===== src/design/remote_sensor_map.vh =====
// register ids, frame layout and reset values for the sensor readout port
`ifndef REMOTE_SENSOR_MAP_VH
`define REMOTE_SENSOR_MAP_VH

// frame geometry
`define FRM_BITS          6'h20
`define FRM_LAST_BIT      5'h1F
`define FRM_CNT_MAX       6'h3F
`define ID_BITS           6'h08
`define ID_W              8
`define PARITY_ODD        1'b1

// global status word positions in the response frame
`define GSW_FRAME_FAULT   31
`define GSW_UNUSED_HI     30
`define GSW_SENSOR_FAULT  29
`define GSW_UNUSED_MSB    28
`define GSW_UNUSED_LSB    22
`define GSW_INVALID_ADDR  21
`define GSW_UNUSED_W      7
`define RESP_DATA_MSB     20

// register ids, global select bit on top
`define ID_SENSOR_C0_S1   8'h50
`define ID_SENSOR_C1_S1   8'h51
`define ID_SENSOR_C0_S2   8'h54
`define ID_SENSOR_C1_S2   8'h55
`define ID_SENSOR_C0_S3   8'h58
`define ID_SENSOR_C1_S3   8'h59
`define ID_LEVEL_0        8'h5C
`define ID_LEVEL_1        8'h5D
`define ID_LEVEL_2        8'h5E
`define ID_LEVEL_3        8'h5F
`define ID_ARMING         8'h6A
`define ID_COMPARE_DONE   8'hFF

// register content width and sensor data register fields
`define REG_W             20
`define SDR_CRC_W         3
`define SDR_BODY_W        17
`define SDR_DATA_W        10
`define SDR_LOGICAL_CHANNEL_ID_W        4
`define SDR_CRC_POLY      3'h3
`define SDR_CRC_SEED      3'h7
`define SDR_DATA_RESET    10'h000
`define SDR_EMPTY_RESET   1'b1

`endif


===== src/design/pin_sync.v =====
// two-stage synchroniser for pins from outside the system clock
`timescale 1ns/100ps
module pin_sync #(
	parameter       WIDTH     = 3,
	parameter [2:0] RESET_VAL = 3'h0
) (
	input  wire             clk_in,
	input  wire             rst_b_in,
	input  wire [WIDTH-1:0] async_in,
	output reg  [WIDTH-1:0] sync_out
);

	reg [WIDTH-1:0] stage1;

	// first stage feeds only the second stage
	always @(posedge clk_in) begin
		if (!rst_b_in) begin
			stage1   <= RESET_VAL[WIDTH-1:0];
			sync_out <= RESET_VAL[WIDTH-1:0];
		end else begin
			stage1   <= async_in;
			sync_out <= stage1;
		end
	end

endmodule


===== src/design/sensor_data_bank.v =====
// per channel/slot sensor values, empty-buffer flags and registered read-out
`timescale 1ns/100ps
`include "remote_sensor_map.vh"
module sensor_data_bank #(
	parameter CHANNELS = 6,
	parameter DATA_W   = 10
) (
	input  wire                       clk_in,
	input  wire                       rst_b_in,
	input  wire [CHANNELS-1:0]        sample_valid_in,
	input  wire [CHANNELS*DATA_W-1:0] sample_data_in,
	input  wire [CHANNELS-1:0]        fault_cond_in,
	input  wire [CHANNELS-1:0]        chan_on_in,
	input  wire                       read_clear_in,
	input  wire [2:0]                 rd_index_in,
	output reg  [`REG_W-1:0]          rd_data_out
);

	reg [DATA_W-1:0]          value [0:CHANNELS-1];
	reg [CHANNELS-1:0]        empty;
	reg [2:0]                 sel;
	reg                       fault_bit;
	reg [`SDR_LOGICAL_CHANNEL_ID_W-1:0]     logical_channel_id;
	reg [`SDR_BODY_W-1:0]     body;
	integer                   i;

	// serial 3-bit crc, msb first over the 17 body bits
	function [`SDR_CRC_W-1:0] crc3;
		input [`SDR_BODY_W-1:0] bits;
		integer k;
		reg [`SDR_CRC_W-1:0] c;
		reg fb;
		begin
			c = `SDR_CRC_SEED;
			for (k = `SDR_BODY_W - 1; k >= 0; k = k - 1) begin
				fb = c[2] ^ bits[k];
				c  = {c[1:0], 1'b0} ^ ({`SDR_CRC_W{fb}} & `SDR_CRC_POLY);
			end
			crc3 = c;
		end
	endfunction

	// value and empty flag per channel; a new sample wins over a read clear
	always @(posedge clk_in) begin
		if (!rst_b_in) begin
			for (i = 0; i < CHANNELS; i = i + 1) begin
				value[i] <= `SDR_DATA_RESET;
			end
			empty <= {CHANNELS{`SDR_EMPTY_RESET}};
		end else begin
			for (i = 0; i < CHANNELS; i = i + 1) begin
				// empty cleared by data or other fault
				if (fault_cond_in[i] || sample_valid_in[i]) begin
					empty[i] <= 1'b0;
				end else if (read_clear_in && rd_index_in == i[2:0]) begin
					empty[i] <= 1'b1;
				end
				if (!chan_on_in[i]) begin
					value[i] <= `SDR_DATA_RESET;
				end else if (sample_valid_in[i]) begin
					value[i] <= sample_data_in[i*DATA_W +: DATA_W];
				end else if (read_clear_in && rd_index_in == i[2:0]) begin
					value[i] <= `SDR_DATA_RESET;
				end
			end
		end
	end

	// read word assembly; out-of-range index falls back to entry 0
	always @* begin
		sel  = (rd_index_in < CHANNELS) ? rd_index_in : 3'h0;
		fault_bit  = fault_cond_in[sel] | empty[sel];
		// channel in bit 2, slot in bits 1:0
		logical_channel_id = {1'b0, sel[0], sel[2:1]};
		// no-fault layout, value zero when faulted
		body = {1'b0, fault_bit, chan_on_in[sel], logical_channel_id, fault_bit ? `SDR_DATA_RESET : value[sel]};
	end

	always @(posedge clk_in) begin
		if (!rst_b_in) begin
			rd_data_out <= {`REG_W{1'b0}};
		end else begin
			rd_data_out <= {crc3(body), body};
		end
	end

endmodule


===== src/design/remote_sensor_spi_readout.v =====
// read-only register port of the remote sensor serial link
`timescale 1ns/100ps
`include "remote_sensor_map.vh"
module remote_sensor_spi_readout #(
	parameter CHANNELS = 6,
	parameter DATA_W   = 10,
	parameter LEVELS   = 4
) (
	input  wire                       SYS_CLK_IN,
	input  wire                       RST_B_IN,
	input  wire                       WATCHDOG_STATE_RESET_IN,
	input  wire                       SYSTEM_STATE_RESET_IN,
	input  wire                       SCLK_IN,
	input  wire                       CS_B_IN,
	input  wire                       SENSOR_PORT_HOST_OUT_IN,
	output reg                        SENSOR_PORT_DEVICE_OUT_OUT,
	output reg                        SENSOR_PORT_DEVICE_OUT_OE_B_OUT,
	input  wire [CHANNELS-1:0]        SAMPLE_VALID_IN,
	input  wire [CHANNELS*DATA_W-1:0] SAMPLE_DATA_IN,
	input  wire [CHANNELS-1:0]        FAULT_COND_IN,
	input  wire [CHANNELS-1:0]        CHANNEL_ON_IN,
	input  wire [LEVELS*`REG_W-1:0]   CURRENT_LEVEL_IN,
	input  wire [`REG_W-1:0]          ARMING_STATUS_IN,
	input  wire [`REG_W-1:0]          COMPARE_DONE_IN,
	output reg                        COMPARE_DONE_READ_OUT
);

	// synchronised pins and edge history
	wire [2:0]          pins_s;
	wire                sclk_s;
	wire                cs_b_s;
	wire                mosi_s;
	reg                 sclk_prev;
	reg                 cs_b_prev;
	wire                sclk_rise;
	wire                sclk_fall;
	wire                frame_start;
	wire                frame_end;
	wire                active;
	wire                blk_rst_b;

	// receive side
	reg  [31:0]         rx_shift;
	reg  [5:0]          bit_count;
	reg                 parity;
	reg                 decode_s1;
	reg                 decode_s2;
	reg                 decode_s3;
	reg  [`ID_W-1:0]    cur_id;
	wire                frame_good;

	// transmit side
	reg  [31:0]         resp_word;
	reg  [5:0]          tx_idx;
	wire [5:0]          next_tx_idx;
	reg                 frame_fault;
	wire                sensor_summary;

	// register read-out
	wire [`REG_W-1:0]   sensor_word;
	reg  [`REG_W-1:0]   next_reg_data;
	reg                 read_clear;
	wire                id_mapped;
	wire                good_end;

	// any of the three reset kinds returns the block to its reset state, except the pin synchroniser and edge history, which take RST_B_IN only
	assign blk_rst_b = RST_B_IN & ~WATCHDOG_STATE_RESET_IN & ~SYSTEM_STATE_RESET_IN;

	// true for every id that has a register behind it
	function is_mapped;
		input [`ID_W-1:0] id;
		begin
			case (id)
				`ID_SENSOR_C0_S1, `ID_SENSOR_C1_S1, `ID_SENSOR_C0_S2,
				`ID_SENSOR_C1_S2, `ID_SENSOR_C0_S3, `ID_SENSOR_C1_S3,
				`ID_LEVEL_0, `ID_LEVEL_1, `ID_LEVEL_2, `ID_LEVEL_3,
				`ID_ARMING, `ID_COMPARE_DONE: is_mapped = 1'b1;
				default: is_mapped = 1'b0;
			endcase
		end
	endfunction

	// true for the six sensor data registers
	function is_sensor;
		input [`ID_W-1:0] id;
		begin
			case (id)
				`ID_SENSOR_C0_S1, `ID_SENSOR_C1_S1, `ID_SENSOR_C0_S2,
				`ID_SENSOR_C1_S2, `ID_SENSOR_C0_S3, `ID_SENSOR_C1_S3: is_sensor = 1'b1;
				default: is_sensor = 1'b0;
			endcase
		end
	endfunction

	// bank index: slot number times two plus channel
	function [2:0] bank_index;
		input [`ID_W-1:0] id;
		begin
			bank_index = {id[3:2], id[0]};
		end
	endfunction

	// clock, select and data pins come from the host's domain
	pin_sync #(
		.WIDTH     (3),
		.RESET_VAL (3'h2)
	) u_pin_sync (
		.clk_in   (SYS_CLK_IN),
		.rst_b_in (RST_B_IN),
		.async_in ({SCLK_IN, CS_B_IN, SENSOR_PORT_HOST_OUT_IN}),
		.sync_out (pins_s)
	);

	assign sclk_s = pins_s[2];
	assign cs_b_s = pins_s[1];
	assign mosi_s = pins_s[0];

	// edge history taken from the second stage only
	// reset values equal the idle pins, so no false edge follows reset
	always @(posedge SYS_CLK_IN) begin
		if (!RST_B_IN) begin
			sclk_prev <= 1'b0;
			cs_b_prev <= 1'b1;
		end else begin
			sclk_prev <= sclk_s;
			cs_b_prev <= cs_b_s;
		end
	end

	assign sclk_rise   = sclk_s & ~sclk_prev;
	assign sclk_fall   = ~sclk_s & sclk_prev;
	assign frame_start = cs_b_prev & ~cs_b_s;
	assign frame_end   = ~cs_b_prev & cs_b_s;
	assign active      = ~cs_b_s;

	// bit count and parity decide whether the frame was well formed
	assign frame_good = (bit_count == `FRM_BITS) && (parity == `PARITY_ODD);

	// side effects wait for select rise, so a cut frame never clears data
	assign good_end = frame_end && frame_good;

	// host bits are taken on rising clock edges, msb first
	always @(posedge SYS_CLK_IN) begin
		if (!blk_rst_b) begin
			rx_shift  <= 32'h0000_0000;
			bit_count <= 6'h00;
			parity    <= 1'b0;
		end else if (frame_start) begin
			bit_count <= 6'h00;
			parity    <= 1'b0;
		end else if (active && sclk_rise) begin
			rx_shift <= {rx_shift[30:0], mosi_s};
			parity   <= parity ^ mosi_s;
			// saturate so a long frame never wraps back to 32
			if (bit_count != `FRM_CNT_MAX) begin
				bit_count <= bit_count + 6'h01;
			end
		end
	end

	// id decode pipeline: latch id, let the bank answer, then load
	// bit 21 leaves on the tenth fall, the third after the id, so three stages are ample
	always @(posedge SYS_CLK_IN) begin
		if (!blk_rst_b) begin
			decode_s1 <= 1'b0;
			decode_s2 <= 1'b0;
			decode_s3 <= 1'b0;
			cur_id    <= {`ID_W{1'b0}};
		end else begin
			decode_s1 <= active && sclk_rise && (bit_count == `ID_BITS - 6'h01);
			decode_s2 <= decode_s1;
			decode_s3 <= decode_s2;
			// global bit and read id together
			if (decode_s1) begin
				cur_id <= rx_shift[`ID_W-1:0];
			end
		end
	end

	sensor_data_bank #(
		.CHANNELS (CHANNELS),
		.DATA_W   (DATA_W)
	) u_sensor_data_bank (
		.clk_in          (SYS_CLK_IN),
		.rst_b_in        (blk_rst_b),
		.sample_valid_in (SAMPLE_VALID_IN),
		.sample_data_in  (SAMPLE_DATA_IN),
		.fault_cond_in   (FAULT_COND_IN),
		.chan_on_in      (CHANNEL_ON_IN),
		.read_clear_in   (read_clear),
		.rd_index_in     (bank_index(cur_id)),
		.rd_data_out     (sensor_word)
	);

	always @* begin
		case (cur_id)
			`ID_LEVEL_0:      next_reg_data = CURRENT_LEVEL_IN[0*`REG_W +: `REG_W];
			`ID_LEVEL_1:      next_reg_data = CURRENT_LEVEL_IN[1*`REG_W +: `REG_W];
			`ID_LEVEL_2:      next_reg_data = CURRENT_LEVEL_IN[2*`REG_W +: `REG_W];
			`ID_LEVEL_3:      next_reg_data = CURRENT_LEVEL_IN[3*`REG_W +: `REG_W];
			`ID_ARMING:       next_reg_data = ARMING_STATUS_IN;
			`ID_COMPARE_DONE: next_reg_data = COMPARE_DONE_IN;
			default:          next_reg_data = is_sensor(cur_id) ? sensor_word : {`REG_W{1'b0}};
		endcase
	end

	assign sensor_summary = |FAULT_COND_IN;

	// one decode shared by the status flag and the data gate
	assign id_mapped = is_mapped(cur_id);

	// response word: status part at frame start, data part after the id
	always @(posedge SYS_CLK_IN) begin
		if (!blk_rst_b) begin
			resp_word <= 32'h0000_0000;
		end else if (frame_start) begin
			// status word on top of the frame
			resp_word[`GSW_FRAME_FAULT]  <= frame_fault;
			// unused status bits held at zero
			resp_word[`GSW_UNUSED_HI]    <= 1'b0;
			resp_word[`GSW_UNUSED_MSB:`GSW_UNUSED_LSB] <= {`GSW_UNUSED_W{1'b0}};
			resp_word[`GSW_SENSOR_FAULT] <= sensor_summary;
			resp_word[`GSW_INVALID_ADDR:0] <= 22'h00_0000;
		end else if (decode_s3) begin
			// unmapped id flags error in this frame
			// invalid address flag with zeroed data
			resp_word[`GSW_INVALID_ADDR] <= ~id_mapped;
			resp_word[`RESP_DATA_MSB]    <= 1'b0;
			// layout fixed inside the bank; fault bit only zeroes the value
			resp_word[`REG_W-1:0] <= id_mapped ? next_reg_data : {`REG_W{1'b0}};
		end
	end

	// frame fault sticky flag, set wins over clear
	always @(posedge SYS_CLK_IN) begin
		if (!blk_rst_b) begin
			frame_fault <= 1'b0;
		end else if (frame_end && !frame_good) begin
			frame_fault <= 1'b1;
		end else if (frame_start) begin
			frame_fault <= 1'b0;
		end
	end

	// read side effects only for well formed frames with a mapped id
	always @(posedge SYS_CLK_IN) begin
		if (!blk_rst_b) begin
			read_clear            <= 1'b0;
			COMPARE_DONE_READ_OUT <= 1'b0;
		end else begin
			read_clear            <= good_end && is_sensor(cur_id);
			COMPARE_DONE_READ_OUT <= good_end && (cur_id == `ID_COMPARE_DONE);
		end
	end

	assign next_tx_idx = tx_idx + 6'h01;

	// device bits change on falling edges so the host samples them stable
	// a cut frame still drops the enable once select rises
	always @(posedge SYS_CLK_IN) begin
		if (!blk_rst_b) begin
			tx_idx                          <= 6'h00;
			SENSOR_PORT_DEVICE_OUT_OUT      <= 1'b0;
			SENSOR_PORT_DEVICE_OUT_OE_B_OUT <= 1'b1;
		end else if (frame_start) begin
			tx_idx                          <= 6'h00;
			SENSOR_PORT_DEVICE_OUT_OUT      <= frame_fault;
			SENSOR_PORT_DEVICE_OUT_OE_B_OUT <= 1'b0;
		end else if (frame_end) begin
			SENSOR_PORT_DEVICE_OUT_OUT      <= 1'b0;
			SENSOR_PORT_DEVICE_OUT_OE_B_OUT <= 1'b1;
		end else if (active && sclk_fall) begin
			tx_idx <= next_tx_idx;
			// past bit 0 the line simply stays low
			if (next_tx_idx < `FRM_BITS) begin
				SENSOR_PORT_DEVICE_OUT_OUT <= resp_word[`FRM_LAST_BIT - next_tx_idx[4:0]];
			end else begin
				SENSOR_PORT_DEVICE_OUT_OUT <= 1'b0;
			end
		end
	end

endmodule


===== config.mk =====
export PLATFORM = sky130hd
export DESIGN_NAME = remote_sensor_spi_readout
export DESIGN_NICKNAME = d
export VERILOG_FILES = /design/src/design/pin_sync.v /design/src/design/sensor_data_bank.v /design/src/design/remote_sensor_spi_readout.v
export VERILOG_INCLUDE_DIRS = /design/src /design/src/design
export SDC_FILE = /design/constraint.sdc
export NUM_CORES = 1
export LEC_CHECK = 0
export ABC_CLOCK_PERIOD_IN_PS = 4600
export BUFFER_PORTS_ARGS = -buffer_cell sky130_fd_sc_hd__buf_2
export CAP_MARGIN = 15
export CORE_ASPECT_RATIO = 1.5
export CORE_UTILIZATION = 50
export CTS_CLUSTER_DIAMETER = 150
export DETAILED_ROUTE_END_ITERATION = 6
export PLACE_DENSITY = 0.77
export SYNTH_ARGS = -nofsm -noshare
export SYNTH_HDL_FRONTEND = slang
export SYNTH_SLANG_ARGS = --single-unit
export TNS_END_PERCENT = 10

===== constraint.sdc =====
create_clock -name SYS_CLK_IN -period 4.6 [get_ports SYS_CLK_IN]
set_input_delay 0.92 -clock SYS_CLK_IN [delete_from_list [all_inputs] [get_ports SYS_CLK_IN]]
set_output_delay 0.92 -clock SYS_CLK_IN [all_outputs]
set_load 0.02 [all_outputs]

==> metrics.txt, run 1 <==
# TYPE chip_impl_metric gauge
chip_impl_info{name="timing.critical_path.cells",value="buf_4 -> mux2i_1 -> a22oi_1 -> o221ai_1 -> xnor2_1 -> xnor3_1 -> and2_1 -> xnor3_1 -> nor2_1"} 1
chip_impl_metric{name="worst_skew_pair.late_latency",unit="ns"} 0.42
chip_impl_info{name="cts.root.buffer_cell",value="clkbuf_16"} 1
chip_impl_metric{name="grt_overflow",unit=""} 0
chip_impl_metric{name="post_cts_buffers",unit=""} 0
chip_impl_metric{name="post_cts.resized_instances",unit=""} 0
chip_impl_metric{name="finalHoldViolations",unit=""} 0
chip_impl_metric{name="layout.cell_area.non_filler",unit="um2"} 9320
chip_impl_info{name="rr_startpoint",value="cur_id[0]"} 1
chip_impl_info{name="crit_slowest_cell",value="dfxtp_4"} 1
chip_impl_metric{name="place_worst_setup_slack",unit="ns"} 1.36
chip_impl_metric{name="max_slew.worst_pin.slew",unit="ns"} 0.982
chip_impl_metric{name="via_count_of_the_first_global_routing_pass",unit=""} 6557
chip_impl_metric{name="timing.final.crit_share",unit="%"} 71.3
chip_impl_info{name="cts_tree",value="done"} 1
chip_impl_info{name="final_common_cell",value="buf_2"} 1
chip_impl_metric{name="wirelength",unit="um"} 20400
chip_impl_info{name="outcome",value="complete, no violations"} 1
chip_impl_metric{name="grt_pass1_wl",unit="um"} 31900
chip_impl_metric{name="cellLeakagePower",unit="nW"} 3.68
chip_impl_metric{name="syn_to_final_growth",unit="%"} 22.1
chip_impl_metric{name="design.portCount",unit=""} 208
chip_impl_metric{name="pin_count_of_the_biggest_net_entering_global_routing",unit=""} 46
chip_impl_metric{name="io_buffers",unit=""} 207
chip_impl_info{name="crit_start_category",value="flip-flop"} 1
chip_impl_metric{name="timing.fmax",unit="MHz"} 305
chip_impl_metric{name="row_count",unit=""} 55
chip_impl_metric{name="min_period",unit="ns"} 3.28
chip_impl_info{name="final_cell_mix",value="buf_2, dfxtp_1, nor2_1"} 1
chip_impl_metric{name="synthArstFlopShare",unit="%"} 0
chip_impl_metric{name="die_area",unit="um2"} 15800
chip_impl_metric{name="antenna_left",unit=""} 0
chip_impl_info{name="ys.flop_type",value="dfxtp_1"} 1
chip_impl_metric{name="drcViolationCount",unit=""} 0
chip_impl_metric{name="coreArea",unit="um2"} 15000
chip_impl_metric{name="dp.final_hpwl",unit="um"} 15100
chip_impl_metric{name="holdBufCountCts",unit=""} 0
chip_impl_metric{name="fin_setup_tns",unit="ns"} 0
chip_impl_metric{name="final_layout_fill_cell_count",unit=""} 1344
chip_impl_metric{name="grt_use_total",unit="%"} 26.7
chip_impl_metric{name="drt_first_pass_iters",unit=""} 5
chip_impl_info{name="r2r_endpoint",value="u_sensor_data_bank.rd_data_out[17]"} 1
chip_impl_metric{name="initial_core_utilization",unit="%"} 50.9
chip_impl_metric{name="drive_above_1_share",unit="%"} 28.8
chip_impl_metric{name="cp_data_arrival_time",unit="ns"} 3.62
chip_impl_metric{name="vias",unit=""} 6544
chip_impl_metric{name="register_clock_pin_slew_on_the_reported_worst_setup_and_hold_paths",unit="ns"} 0.06
chip_impl_metric{name="yosysUniqueCellTypes",unit=""} 55
chip_impl_metric{name="netlist.area_leader.share",unit="%"} 24.1
chip_impl_metric{name="syn-cell-area",unit="um2"} 7630
chip_impl_metric{name="clkSinkCount",unit=""} 152
chip_impl_metric{name="reg2reg_depth",unit=""} 9
chip_impl_metric{name="fin_nets",unit=""} 1159
chip_impl_metric{name="timing.critical_path.required",unit="ns"} 4.94
chip_impl_metric{name="max-clock-path-buffers",unit=""} 2
chip_impl_metric{name="post_synth_inst_count",unit=""} 767
chip_impl_metric{name="power.ir.vdd_worst",unit="V"} 0.000281
chip_impl_info{name="endpoint_class_of_the_critical_path",value="flip-flop"} 1
chip_impl_metric{name="post_drt_wl_per_cell",unit="um"} 17.6
chip_impl_metric{name="die-height",unit="um"} 153
chip_impl_metric{name="fin_ws",unit="ns"} 1.32
chip_impl_metric{name="drtIter0Drc",unit=""} 354
chip_impl_metric{name="die_width",unit="um"} 103
chip_impl_metric{name="cpPeakStageDelay",unit="ns"} 0.75
chip_impl_metric{name="timing.final.setup_violations",unit=""} 0
chip_impl_metric{name="maxSlewHeadroom",unit="%"} 34.3
chip_impl_info{name="hold_start",value="u_pin_sync.stage1[1]"} 1
chip_impl_metric{name="initial_antenna_violation_count",unit=""} 0
chip_impl_info{name="timing_worst_setup_path_type",value="flip-flop to flip-flop"} 1
chip_impl_metric{name="synthesis.area_per_instance",unit="um2"} 9.95
chip_impl_metric{name="cap_viol_max_count",unit=""} 0
chip_impl_info{name="timing.hold.worst.class",value="flip-flop to flip-flop"} 1
chip_impl_metric{name="timing.final.max_slew_violations",unit=""} 0
chip_impl_metric{name="place_area",unit="um2"} 8750
chip_impl_metric{name="synth_sequential_area_ratio",unit="%"} 47.7
chip_impl_metric{name="insertedDiodeCount",unit=""} 0
chip_impl_metric{name="syn-num-nets",unit=""} 977
chip_impl_metric{name="maximum_net_fanout_on_the_critical_path",unit=""} 45
chip_impl_info{name="timing.hold.worst_endpoint",value="u_pin_sync.sync_out[1]"} 1
chip_impl_info{name="yosys.area.top_type",value="dfxtp_1"} 1
chip_impl_metric{name="tritoncts.num_buffers",unit=""} 17
chip_impl_metric{name="clock_tree.htree_level_count",unit=""} 4
chip_impl_metric{name="min_delay_path_depth",unit=""} 1
chip_impl_info{name="cpMostUsedCell",value="xnor3_1"} 1
chip_impl_metric{name="yosys_register_bits",unit=""} 152
chip_impl_metric{name="synth_enable_flop_cells",unit=""} 60
chip_impl_info{name="top_cells_by_area_synth",value="dfxtp_1, edfxtp_1, mux2i_1"} 1
chip_impl_metric{name="cellPowerDensity",unit="nW/um2"} 313
chip_impl_metric{name="gp_routability_congestion",unit=""} 0.892
chip_impl_metric{name="detail_route.vias_per_cell",unit=""} 5.64
chip_impl_metric{name="timing.reg2reg.setup_slack",unit="ns"} 1.32
chip_impl_metric{name="skew",unit="ns"} 0.0115
chip_impl_info{name="grt_setup_unrepaired",value="no"} 1
chip_impl_metric{name="synth_warnings",unit=""} 0
## registers in the layout, summed over array words and instances (netlist names), 3 cells and up
name / flops
u_pin_sync.sync_out: 3
u_sensor_data_bank.value: 60
bit_count: 6
resp_word: 23
u_sensor_data_bank.rd_data_out: 18
rx_shift: 8
u_pin_sync.stage1: 3
tx_idx: 6
u_sensor_data_bank.empty: 6
cur_id: 8
## kinds of logic after synthesis
logic type	share of synthesized area, %
AND/OR/NAND/NOR	18.3
AO/OA/AOI/OAI	14.8
flip-flops	47.7
multiplexers	11.3
buffers and inverters	3.72
XOR/XNOR	3.36
adder cells (fa/ha/maj)	0.819
## metal layers
layer | share of wire (%) | vias up | routed length, um | global-route usage [%]
met1 | 36 | 3050 | 7440 | 29.2
met4 | 4.9 | 0 | 1000 | 15.4
met3 | 6.0 | 63 | 1220 | 5.30
met2 | 53 | 278 | 10700 | 46.7
li1 | - | 3153 | - | -
met5 | 0 | - | 0 | 0
## report_power, final
part	internal, mW	switching (mW)
Combinational	0.0955	0.0740
Clock	0.772	0.557
Sequential	1.41	0.00892
## cell usage after synthesis (3+ instances only)
cell type and number:
buf_2 9, o221ai_1 4, xnor2_1 9, nor3b_1 3
nor2_1 77, dfxtp_1 92, a222oi_1 12, o22ai_1 3
nor3_1 5, mux4_2 10, nor2b_1 5, xnor3_1 4
and3_1 11, nand3_1 12, a2bb2oi_1 3, and2_1 72
a31oi_1 20, o21ai_0 26, nand2b_1 3, xor2_1 10
buf_1 4, a22oi_1 24, a221oi_1 7, mux2_2 13
nand2_1 71, ha_1 5, mux2i_1 48, edfxtp_1 60
nand4_1 7, clkbuf_1 37, a21oi_1 48, a211oi_1 4
o31ai_1 6, a22o_1 3, or3_1 5, inv_1 9
## through the flow
stage                     cells  util (%)  total power, mW  hold WS [ns]
after detailed placement   1129      58.3             1.62         0.396
after global placement     1129      58.3             1.61         0.391
after CTS                  1161      62.1             2.93         0.411
final                      1161      62.1             2.92         0.406
after floorplan             767         -             1.51         0.386
after global routing       1161      62.1             3.01         0.420
## worst max-delay path, delay by kind of cell, from the launching register on
family,cells,cell delay (ns)
DFF,1,0.75
AOI/OAI and AO/OA,2,0.50
muxes,1,0.20
buffers and inverters,1,0.50
xor gates and xnor gates,3,0.93
and+or+nand+nor,2,0.31
## how the worst max path moves through the flow
stage,from,endpoint,depth (start not counted)
global placement,cur_id[0],u_sensor_data_bank.rd_data_out[17],9
CTS,cur_id[0],u_sensor_data_bank.rd_data_out[17],9
finish,cur_id[0],u_sensor_data_bank.rd_data_out[17],9
detailed placement,cur_id[0],u_sensor_data_bank.rd_data_out[17],9
global route,cur_id[3],resp_word[5],9
floorplan,FAULT_COND_IN[1],u_sensor_data_bank.rd_data_out[18],8
## final cells by class
class / count / area, um2 / area share, %
inverters: 9 / 33.8 / 0.362
repair buffers: 216 / 1100 / 11.8
clock buffers: 20 / 489 / 5.25
clock inverters: 12 / 85.1 / 0.913
flip-flops and latches: 152 / 3650 / 39.1
multi-input cells: 553 / 3710 / 39.8
well taps: 199 / 249 / 2.67
Note: power is estimated with default switching activity, not from simulation.
==> run 2, diff against run 1 <==
--- a/config.mk
+++ b/config.mk
@@ -6,7 +6,7 @@
 export SDC_FILE = /design/constraint.sdc
 export NUM_CORES = 1
 export LEC_CHECK = 0
-export ABC_CLOCK_PERIOD_IN_PS = 4600
+export ABC_CLOCK_PERIOD_IN_PS = 3400
 export BUFFER_PORTS_ARGS = -buffer_cell sky130_fd_sc_hd__buf_2
 export CAP_MARGIN = 15
 export CORE_ASPECT_RATIO = 1.5
==> constraint.sdc (replaced) <==
create_clock -name SYS_CLK_IN -period 3.4 [get_ports SYS_CLK_IN]
set_input_delay 0.68 -clock SYS_CLK_IN [delete_from_list [all_inputs] [get_ports SYS_CLK_IN]]
set_output_delay 0.68 -clock SYS_CLK_IN [all_outputs]
set_load 0.02 [all_outputs]
==> run 2 against run 1 <==
Against the previous run:
- critical path depth did not move
- global-route usage fell by 0.86 points
- via count rose by 0.44%
- setup slack got worse by 0.91 ns
- flip-flop and latch count did not move
- combinational power rose by 35%
- largest cell class unchanged
==> metrics.txt, run 2 (same netlist as run 1, synthesis figures left out) <==
# TYPE chip_impl_metric gauge
chip_impl_metric{name="clock_tree.htree_level_count",unit=""} 4
chip_impl_metric{name="design.portCount",unit=""} 208
chip_impl_metric{name="syn_to_final_growth",unit="%"} 23.4
chip_impl_metric{name="finalHoldViolations",unit=""} 0
chip_impl_metric{name="cellPowerDensity",unit="nW/um2"} 432
chip_impl_info{name="final_common_cell",value="buf_2"} 1
chip_impl_metric{name="timing.final.max_slew_violations",unit=""} 0
chip_impl_metric{name="cellLeakagePower",unit="nW"} 3.72
chip_impl_metric{name="place_area",unit="um2"} 8810
chip_impl_metric{name="max_slew.worst_pin.slew",unit="ns"} 0.996
chip_impl_metric{name="drive_above_1_share",unit="%"} 29.3
chip_impl_metric{name="fin_setup_tns",unit="ns"} 0
chip_impl_info{name="timing.hold.worst.class",value="flip-flop to flip-flop"} 1
chip_impl_info{name="outcome",value="complete, no violations"} 1
chip_impl_metric{name="fin_ws",unit="ns"} 0.404
chip_impl_metric{name="largest_register_ffs",unit=""} 60
chip_impl_metric{name="cp_data_arrival_time",unit="ns"} 3.33
chip_impl_info{name="top_layer",value="met4"} 1
chip_impl_metric{name="insertedDiodeCount",unit=""} 0
chip_impl_metric{name="grt_use_total",unit="%"} 25.8
chip_impl_metric{name="pin_count_of_the_biggest_net_entering_global_routing",unit=""} 31
chip_impl_info{name="cpMostUsedCell",value="xnor3_1"} 1
chip_impl_metric{name="skew",unit="ns"} 0.0100
chip_impl_metric{name="maximum_net_fanout_on_the_critical_path",unit=""} 30
chip_impl_metric{name="antenna_left",unit=""} 0
chip_impl_metric{name="vias",unit=""} 6573
chip_impl_metric{name="holdBufCountCts",unit=""} 0
chip_impl_metric{name="place_worst_setup_slack",unit="ns"} 0.446
chip_impl_info{name="final_cell_mix",value="buf_2, dfxtp_1, nor2_1"} 1
chip_impl_info{name="cts.root.buffer_cell",value="clkbuf_16"} 1
chip_impl_metric{name="dp.final_hpwl",unit="um"} 14900
chip_impl_metric{name="timing.reg2reg.setup_slack",unit="ns"} 0.40
chip_impl_info{name="capturing_element_of_the_worst_setup_path",value="u_sensor_data_bank.rd_data_out[17]"} 1
chip_impl_metric{name="wl_met1",unit="um"} 7560
chip_impl_metric{name="initial_core_utilization",unit="%"} 50.9
chip_impl_metric{name="cpPeakStageDelay",unit="ns"} 0.66
chip_impl_metric{name="power.ir.vdd_worst",unit="V"} 0.000272
chip_impl_metric{name="drcViolationCount",unit=""} 0
chip_impl_metric{name="row_count",unit=""} 55
chip_impl_metric{name="die_width",unit="um"} 103
chip_impl_metric{name="register_clock_pin_slew_on_the_reported_worst_setup_and_hold_paths",unit="ns"} 0.06
chip_impl_metric{name="layout.cell_area.non_filler",unit="um2"} 9420
chip_impl_info{name="crit_slowest_cell",value="dfxtp_4"} 1
chip_impl_metric{name="post_drt_wl_per_cell",unit="um"} 17.2
chip_impl_metric{name="sequential_fraction_of_design_power",unit="%"} 47.2
chip_impl_metric{name="min_period",unit="ns"} 3.00
chip_impl_metric{name="timing.final.setup_violations",unit=""} 0
chip_impl_metric{name="clockPowerShare",unit="%"} 47.2
chip_impl_metric{name="dr_wl_met3",unit="um"} 1220
chip_impl_metric{name="clkSinkCount",unit=""} 152
chip_impl_info{name="endpoint_class_of_the_critical_path",value="flip-flop"} 1
chip_impl_info{name="timing.critical_path.cells",value="buf_4 -> mux2_2 -> o22ai_1 -> a211o_1 -> and2_0 -> xnor3_1 -> and2_1 -> xnor3_1 -> nor2_1"} 1
chip_impl_metric{name="report.power.total",unit="mW"} 4.07
chip_impl_metric{name="detail_route.vias_per_cell",unit=""} 5.62
chip_impl_info{name="grt_setup_unrepaired",value="no"} 1
chip_impl_metric{name="maxSlewHeadroom",unit="%"} 33.3
chip_impl_info{name="crit_start_category",value="flip-flop"} 1
chip_impl_metric{name="initial_antenna_violation_count",unit=""} 0
chip_impl_info{name="rr_startpoint",value="cur_id[0]"} 1
chip_impl_metric{name="wirelength",unit="um"} 20100
chip_impl_metric{name="worst_skew_pair.late_latency",unit="ns"} 0.41
chip_impl_metric{name="sw_frac_of_total",unit="%"} 20.9
chip_impl_metric{name="coreArea",unit="um2"} 15000
chip_impl_metric{name="drt_first_pass_iters",unit=""} 5
chip_impl_metric{name="cap_viol_max_count",unit=""} 0
chip_impl_metric{name="io_buffers",unit=""} 207
chip_impl_metric{name="grt_pass1_wl",unit="um"} 31100
chip_impl_metric{name="max-clock-path-buffers",unit=""} 2
chip_impl_metric{name="gp_routability_congestion",unit=""} 0.896
chip_impl_metric{name="fin_nets",unit=""} 1167
chip_impl_info{name="setup.worst_path.start",value="cur_id[0]"} 1
chip_impl_metric{name="die_area",unit="um2"} 15800
chip_impl_metric{name="wl_met2",unit="um"} 10400
chip_impl_metric{name="die-height",unit="um"} 153
chip_impl_metric{name="drtIter0Drc",unit=""} 313
chip_impl_info{name="largest_register",value="u_sensor_data_bank.value"} 1
chip_impl_metric{name="post_cts_buffers",unit=""} 0
chip_impl_info{name="biggestRegsByFlops",value="u_sensor_data_bank.value (60), resp_word (23), u_sensor_data_bank.rd_data_out (18)"} 1
chip_impl_metric{name="via_count_of_the_first_global_routing_pass",unit=""} 6395
chip_impl_metric{name="combPwrFrac",unit="%"} 5.6
chip_impl_metric{name="switching_power",unit="mW"} 0.849
chip_impl_metric{name="intPower",unit="mW"} 3.22
chip_impl_metric{name="timing.fmax",unit="MHz"} 334
chip_impl_info{name="cts_tree",value="done"} 1
chip_impl_metric{name="grt_overflow",unit=""} 0
chip_impl_metric{name="reg2reg_depth",unit=""} 9
chip_impl_metric{name="post_cts.resized_instances",unit=""} 0
chip_impl_info{name="timing_worst_setup_path_type",value="flip-flop to flip-flop"} 1
chip_impl_info{name="r2r_endpoint",value="u_sensor_data_bank.rd_data_out[17]"} 1
chip_impl_metric{name="tritoncts.num_buffers",unit=""} 17
chip_impl_metric{name="timing.final.crit_share",unit="%"} 88.1
chip_impl_metric{name="timing.critical_path.required",unit="ns"} 3.74
==> run 2: cell count changes in the layout (fill, tap and decap cells not counted), sizes merged <==
cell,previous run,this run
clkbuf,20,19
clkinvlp,1,3
buf,216,224
clkinv,6,4
bufinv,0,3
inv,14,12
==> run 2: metal layers <==
metal  vias up  GRT usage (%)
li1       3166              -
met1      3067           29.6
met2       281           44.9
met3        59           5.08
met4         0           12.8
met5         -              0
==> run 2: critical path, delay by kind of cell, from the launching register on <==
family	cells	cell delay [ns]
muxes	1	0.35
xor gates and xnor gates	2	0.71
DFF	1	0.66
AOI/OAI and AO/OA	2	0.41
buffers and inverters	1	0.31
and+or+nand+nor	3	0.45
==> run 2: stage by stage <==
step | util (%) | std cells | hold slack (ns)
2_1_floorplan | - | 767 | 0.386
3_3_place_gp | 58.7 | 1137 | 0.390
3_5_place_dp | 58.7 | 1137 | 0.395
4_1_cts | 62.8 | 1169 | 0.410
5_1_grt | 62.8 | 1169 | 0.431
6_report | 62.8 | 1169 | 0.407
==> run 2: power groups by stage <==
stage	logic [mW]	registers, mW	clock network (mW)
after floorplan	0.0823	1.96	0
after detailed placement	0.225	1.96	0
after global routing	0.250	1.92	2.02
after global placement	0.222	1.96	0
final	0.228	1.92	1.92
after CTS	0.227	1.92	1.94
==> run 2: cell type report <==
type | count | area (um2)
inverters | 9 | 33.8
clock buffers | 19 | 443
well taps | 199 | 249
clock inverters | 13 | 169
flip-flops and latches | 152 | 3650
repair buffers | 224 | 1160
fillers | 1308 | 5580
multi-input cells | 553 | 3710
==> run 2: worst min-delay path by stage <==
stage | cells after the start | slack, ns | end | start
2_1_floorplan | 1 | 0.39 | u_pin_sync.sync_out[1] | u_pin_sync.stage1[1]
3_3_place_gp | 1 | 0.39 | u_pin_sync.sync_out[1] | u_pin_sync.stage1[1]
3_5_place_dp | 1 | 0.39 | u_pin_sync.sync_out[1] | u_pin_sync.stage1[1]
4_1_cts | 1 | 0.41 | u_pin_sync.sync_out[1] | u_pin_sync.stage1[1]
5_1_grt | 1 | 0.43 | u_pin_sync.sync_out[1] | u_pin_sync.stage1[1]
6_report | 1 | 0.41 | u_pin_sync.sync_out[1] | u_pin_sync.stage1[1]
==> run 3, diff against run 2 <==
--- a/config.mk
+++ b/config.mk
@@ -6,7 +6,7 @@
 export SDC_FILE = /design/constraint.sdc
 export NUM_CORES = 1
 export LEC_CHECK = 0
-export ABC_CLOCK_PERIOD_IN_PS = 3400
+export ABC_CLOCK_PERIOD_IN_PS = 3700
 export BUFFER_PORTS_ARGS = -buffer_cell sky130_fd_sc_hd__buf_2
 export CAP_MARGIN = 15
 export CORE_ASPECT_RATIO = 1.5
==> constraint.sdc (replaced) <==
create_clock -name SYS_CLK_IN -period 3.7 [get_ports SYS_CLK_IN]
set_input_delay 0.74 -clock SYS_CLK_IN [delete_from_list [all_inputs] [get_ports SYS_CLK_IN]]
set_output_delay 0.74 -clock SYS_CLK_IN [all_outputs]
set_load 0.02 [all_outputs]
==> run 3 against run 2 <==
Against the previous run:
- core utilization fell by 0.26 points
- register-to-register slack improved by 0.16 ns
- sequential share of layout area rose by 0.16 points
- total power fell by 9.5%
- worst hold slack improved by 0.0071 ns
- cell count fell by 0.17%
- global-route usage rose by 1.4 points
- flip-flop and latch count did not move
- critical path depth fell by 1
- clock skew barely moved
- setup slack improved by 0.16 ns
- critical path type unchanged
- critical endpoint is now u_sensor_data_bank.rd_data_out[18]
==> metrics.txt, run 3 (same netlist as run 1, synthesis figures left out) <==
# TYPE chip_impl_metric gauge
chip_impl_metric{name="maxSlewHeadroom",unit="%"} 51.9
chip_impl_metric{name="dp.final_hpwl",unit="um"} 15600
chip_impl_metric{name="antenna_left",unit=""} 0
chip_impl_info{name="cts.root.buffer_cell",value="clkbuf_16"} 1
chip_impl_metric{name="design.portCount",unit=""} 208
chip_impl_metric{name="reg2reg_depth",unit=""} 8
chip_impl_metric{name="gp_routability_congestion",unit=""} 0.934
chip_impl_info{name="setup.worst_path.start",value="cur_id[3]"} 1
chip_impl_metric{name="post_cts_buffers",unit=""} 0
chip_impl_metric{name="initial_core_utilization",unit="%"} 50.9
chip_impl_info{name="grt_setup_unrepaired",value="no"} 1
chip_impl_info{name="crit_start_category",value="flip-flop"} 1
chip_impl_info{name="largest_register",value="u_sensor_data_bank.value"} 1
chip_impl_info{name="r2r_endpoint",value="u_sensor_data_bank.rd_data_out[18]"} 1
chip_impl_metric{name="timing.reg2reg.setup_slack",unit="ns"} 0.56
chip_impl_metric{name="clock_tree.htree_level_count",unit=""} 4
chip_impl_metric{name="final_layout_fill_cell_count",unit=""} 1305
chip_impl_metric{name="coreArea",unit="um2"} 15000
chip_impl_metric{name="worst_skew_pair.late_latency",unit="ns"} 0.42
chip_impl_metric{name="cap_viol_max_count",unit=""} 0
chip_impl_metric{name="syn_to_final_growth",unit="%"} 22.8
chip_impl_info{name="cts_tree",value="done"} 1
chip_impl_metric{name="cellPowerDensity",unit="nW/um2"} 393
chip_impl_metric{name="fin_setup_tns",unit="ns"} 0
chip_impl_info{name="crit_slowest_cell",value="dfxtp_1"} 1
chip_impl_metric{name="drt_first_pass_iters",unit=""} 7
chip_impl_metric{name="power.ir.vdd_worst",unit="V"} 0.000284
chip_impl_metric{name="timing.final.max_slew_violations",unit=""} 0
chip_impl_metric{name="fin_nets",unit=""} 1164
chip_impl_metric{name="wirelength",unit="um"} 20700
chip_impl_metric{name="timing.fmax",unit="MHz"} 319
chip_impl_metric{name="area_of_the_multi_input_gates",unit="um2"} 3710
chip_impl_metric{name="drtIter0Drc",unit=""} 403
chip_impl_info{name="biggestRegsByFlops",value="u_sensor_data_bank.value (60), resp_word (23), u_sensor_data_bank.rd_data_out (18)"} 1
chip_impl_metric{name="die-height",unit="um"} 153
chip_impl_metric{name="post_cts.resized_instances",unit=""} 0
chip_impl_metric{name="drcViolationCount",unit=""} 0
chip_impl_info{name="final_cell_mix",value="buf_2, dfxtp_1, nor2_1"} 1
chip_impl_metric{name="grt_pass1_wl",unit="um"} 32500
chip_impl_metric{name="via_count_of_the_first_global_routing_pass",unit=""} 6672
chip_impl_metric{name="vias",unit=""} 6605
chip_impl_metric{name="worstPathBufferInverterCount",unit=""} 0
chip_impl_metric{name="skew",unit="ns"} 0.0104
chip_impl_metric{name="holdBufCountCts",unit=""} 0
chip_impl_info{name="timing_worst_setup_path_type",value="flip-flop to flip-flop"} 1
chip_impl_metric{name="detail_route.vias_per_cell",unit=""} 5.66
chip_impl_info{name="cp_top_family",value="simple AND/OR/NAND/NOR gates"} 1
chip_impl_metric{name="max-clock-path-buffers",unit=""} 2
chip_impl_metric{name="row_count",unit=""} 55
chip_impl_metric{name="timing.final.crit_share",unit="%"} 84.8
chip_impl_info{name="timing.critical_path.cells",value="nor2b_1 -> nand2_1 -> o221ai_1 -> a21bo_1 -> mux2i_1 -> xor2_1 -> xnor3_1 -> nor2_1"} 1
chip_impl_metric{name="cpPeakStageDelay",unit="ns"} 0.63
chip_impl_metric{name="initial_antenna_violation_count",unit=""} 1
chip_impl_metric{name="report.power.total",unit="mW"} 3.69
chip_impl_metric{name="min_period",unit="ns"} 3.14
chip_impl_metric{name="clkSinkCount",unit=""} 152
chip_impl_metric{name="register_clock_pin_slew_on_the_reported_worst_setup_and_hold_paths",unit="ns"} 0.07
chip_impl_metric{name="drive_above_1_share",unit="%"} 29.3
chip_impl_metric{name="timing.critical_path.required",unit="ns"} 4.04
chip_impl_metric{name="largest_register_ffs",unit=""} 60
chip_impl_info{name="final_common_cell",value="buf_2"} 1
chip_impl_metric{name="post_drt_wl_per_cell",unit="um"} 17.8
chip_impl_metric{name="area.sequential",unit="um2"} 3650
chip_impl_metric{name="cp_num_cells",unit=""} 8
chip_impl_info{name="timing.hold.worst.class",value="flip-flop to flip-flop"} 1
chip_impl_info{name="rr_startpoint",value="cur_id[3]"} 1
chip_impl_info{name="capturing_element_of_the_worst_setup_path",value="u_sensor_data_bank.rd_data_out[18]"} 1
chip_impl_metric{name="timing.final.setup_violations",unit=""} 0
chip_impl_metric{name="cellLeakagePower",unit="nW"} 3.70
chip_impl_metric{name="grt_use_total",unit="%"} 27.2
chip_impl_metric{name="grt_overflow",unit=""} 0
chip_impl_metric{name="io_buffers",unit=""} 207
chip_impl_metric{name="die_area",unit="um2"} 15800
chip_impl_metric{name="die_width",unit="um"} 103
chip_impl_metric{name="cp_data_arrival_time",unit="ns"} 3.48
chip_impl_metric{name="max_slew.worst_pin.slew",unit="ns"} 0.720
chip_impl_metric{name="maximum_net_fanout_on_the_critical_path",unit=""} 15
chip_impl_metric{name="pin_count_of_the_biggest_net_entering_global_routing",unit=""} 49
chip_impl_info{name="endpoint_class_of_the_critical_path",value="flip-flop"} 1
chip_impl_metric{name="tritoncts.num_buffers",unit=""} 17
chip_impl_info{name="outcome",value="complete, no violations"} 1
chip_impl_metric{name="finalHoldViolations",unit=""} 0
## run 3: per-stage QoR
| stage | hold slack (ns) | setup slack, ns | cells | instance area (um2) | utilization (%) |
|---|---|---|---|---|---|
| 2_1_floorplan | 0.386 | 1.27 | 767 | 7630 | - |
| 3_3_place_gp | 0.396 | 0.727 | 1134 | 8780 | 58.5 |
| 3_5_place_dp | 0.401 | 0.650 | 1134 | 8780 | 58.5 |
| 4_1_cts | 0.416 | 0.584 | 1166 | 9380 | 62.5 |
| 5_1_grt | 0.426 | 0.297 | 1167 | 9380 | 62.5 |
| 6_report | 0.414 | 0.561 | 1167 | 9380 | 62.5 |
## run 3: area by class of cell
class,count,area share (%)
multi-input combinational,553,39.6
sequential,152,38.9
timing repair buffer,221,12.2
clock buffer,20,5.22
tap,199,2.65
clock inverter,12,1.11
inverter,9,0.360
antenna,1,0.0267
## run 3: routing by layer
metal	part of all wire, %	GRT usage, %	wire length [um]
met1	37	30.3	7660
met2	54	48.9	11100
met3	5.9	4.30	1220
met4	3.6	13.6	737
met5	0	0	0
## run 3: power breakdown
part           leakage, nW  total, mW  internal, mW  switching, mW
clock                0.285       1.71         0.976          0.733
sequential            1.47       1.77          1.76         0.0115
combinational         1.95      0.210         0.119         0.0909
total                 3.70       3.69          2.85          0.835
## run 3: how the worst min path moves through the flow
| stage | start | endpoint | slack [ns] | cells past startpoint |
|---|---|---|---|---|
| 6_report | u_pin_sync.stage1[1] | u_pin_sync.sync_out[1] | 0.41 | 1 |
| 5_1_grt | u_pin_sync.stage1[1] | u_pin_sync.sync_out[1] | 0.43 | 1 |
| 4_1_cts | u_pin_sync.stage1[1] | u_pin_sync.sync_out[1] | 0.42 | 1 |
| 3_5_place_dp | u_pin_sync.stage1[1] | u_pin_sync.sync_out[1] | 0.40 | 1 |
| 3_3_place_gp | u_pin_sync.stage1[1] | u_pin_sync.sync_out[1] | 0.40 | 1 |
| 2_1_floorplan | u_pin_sync.stage1[1] | u_pin_sync.sync_out[1] | 0.39 | 1 |
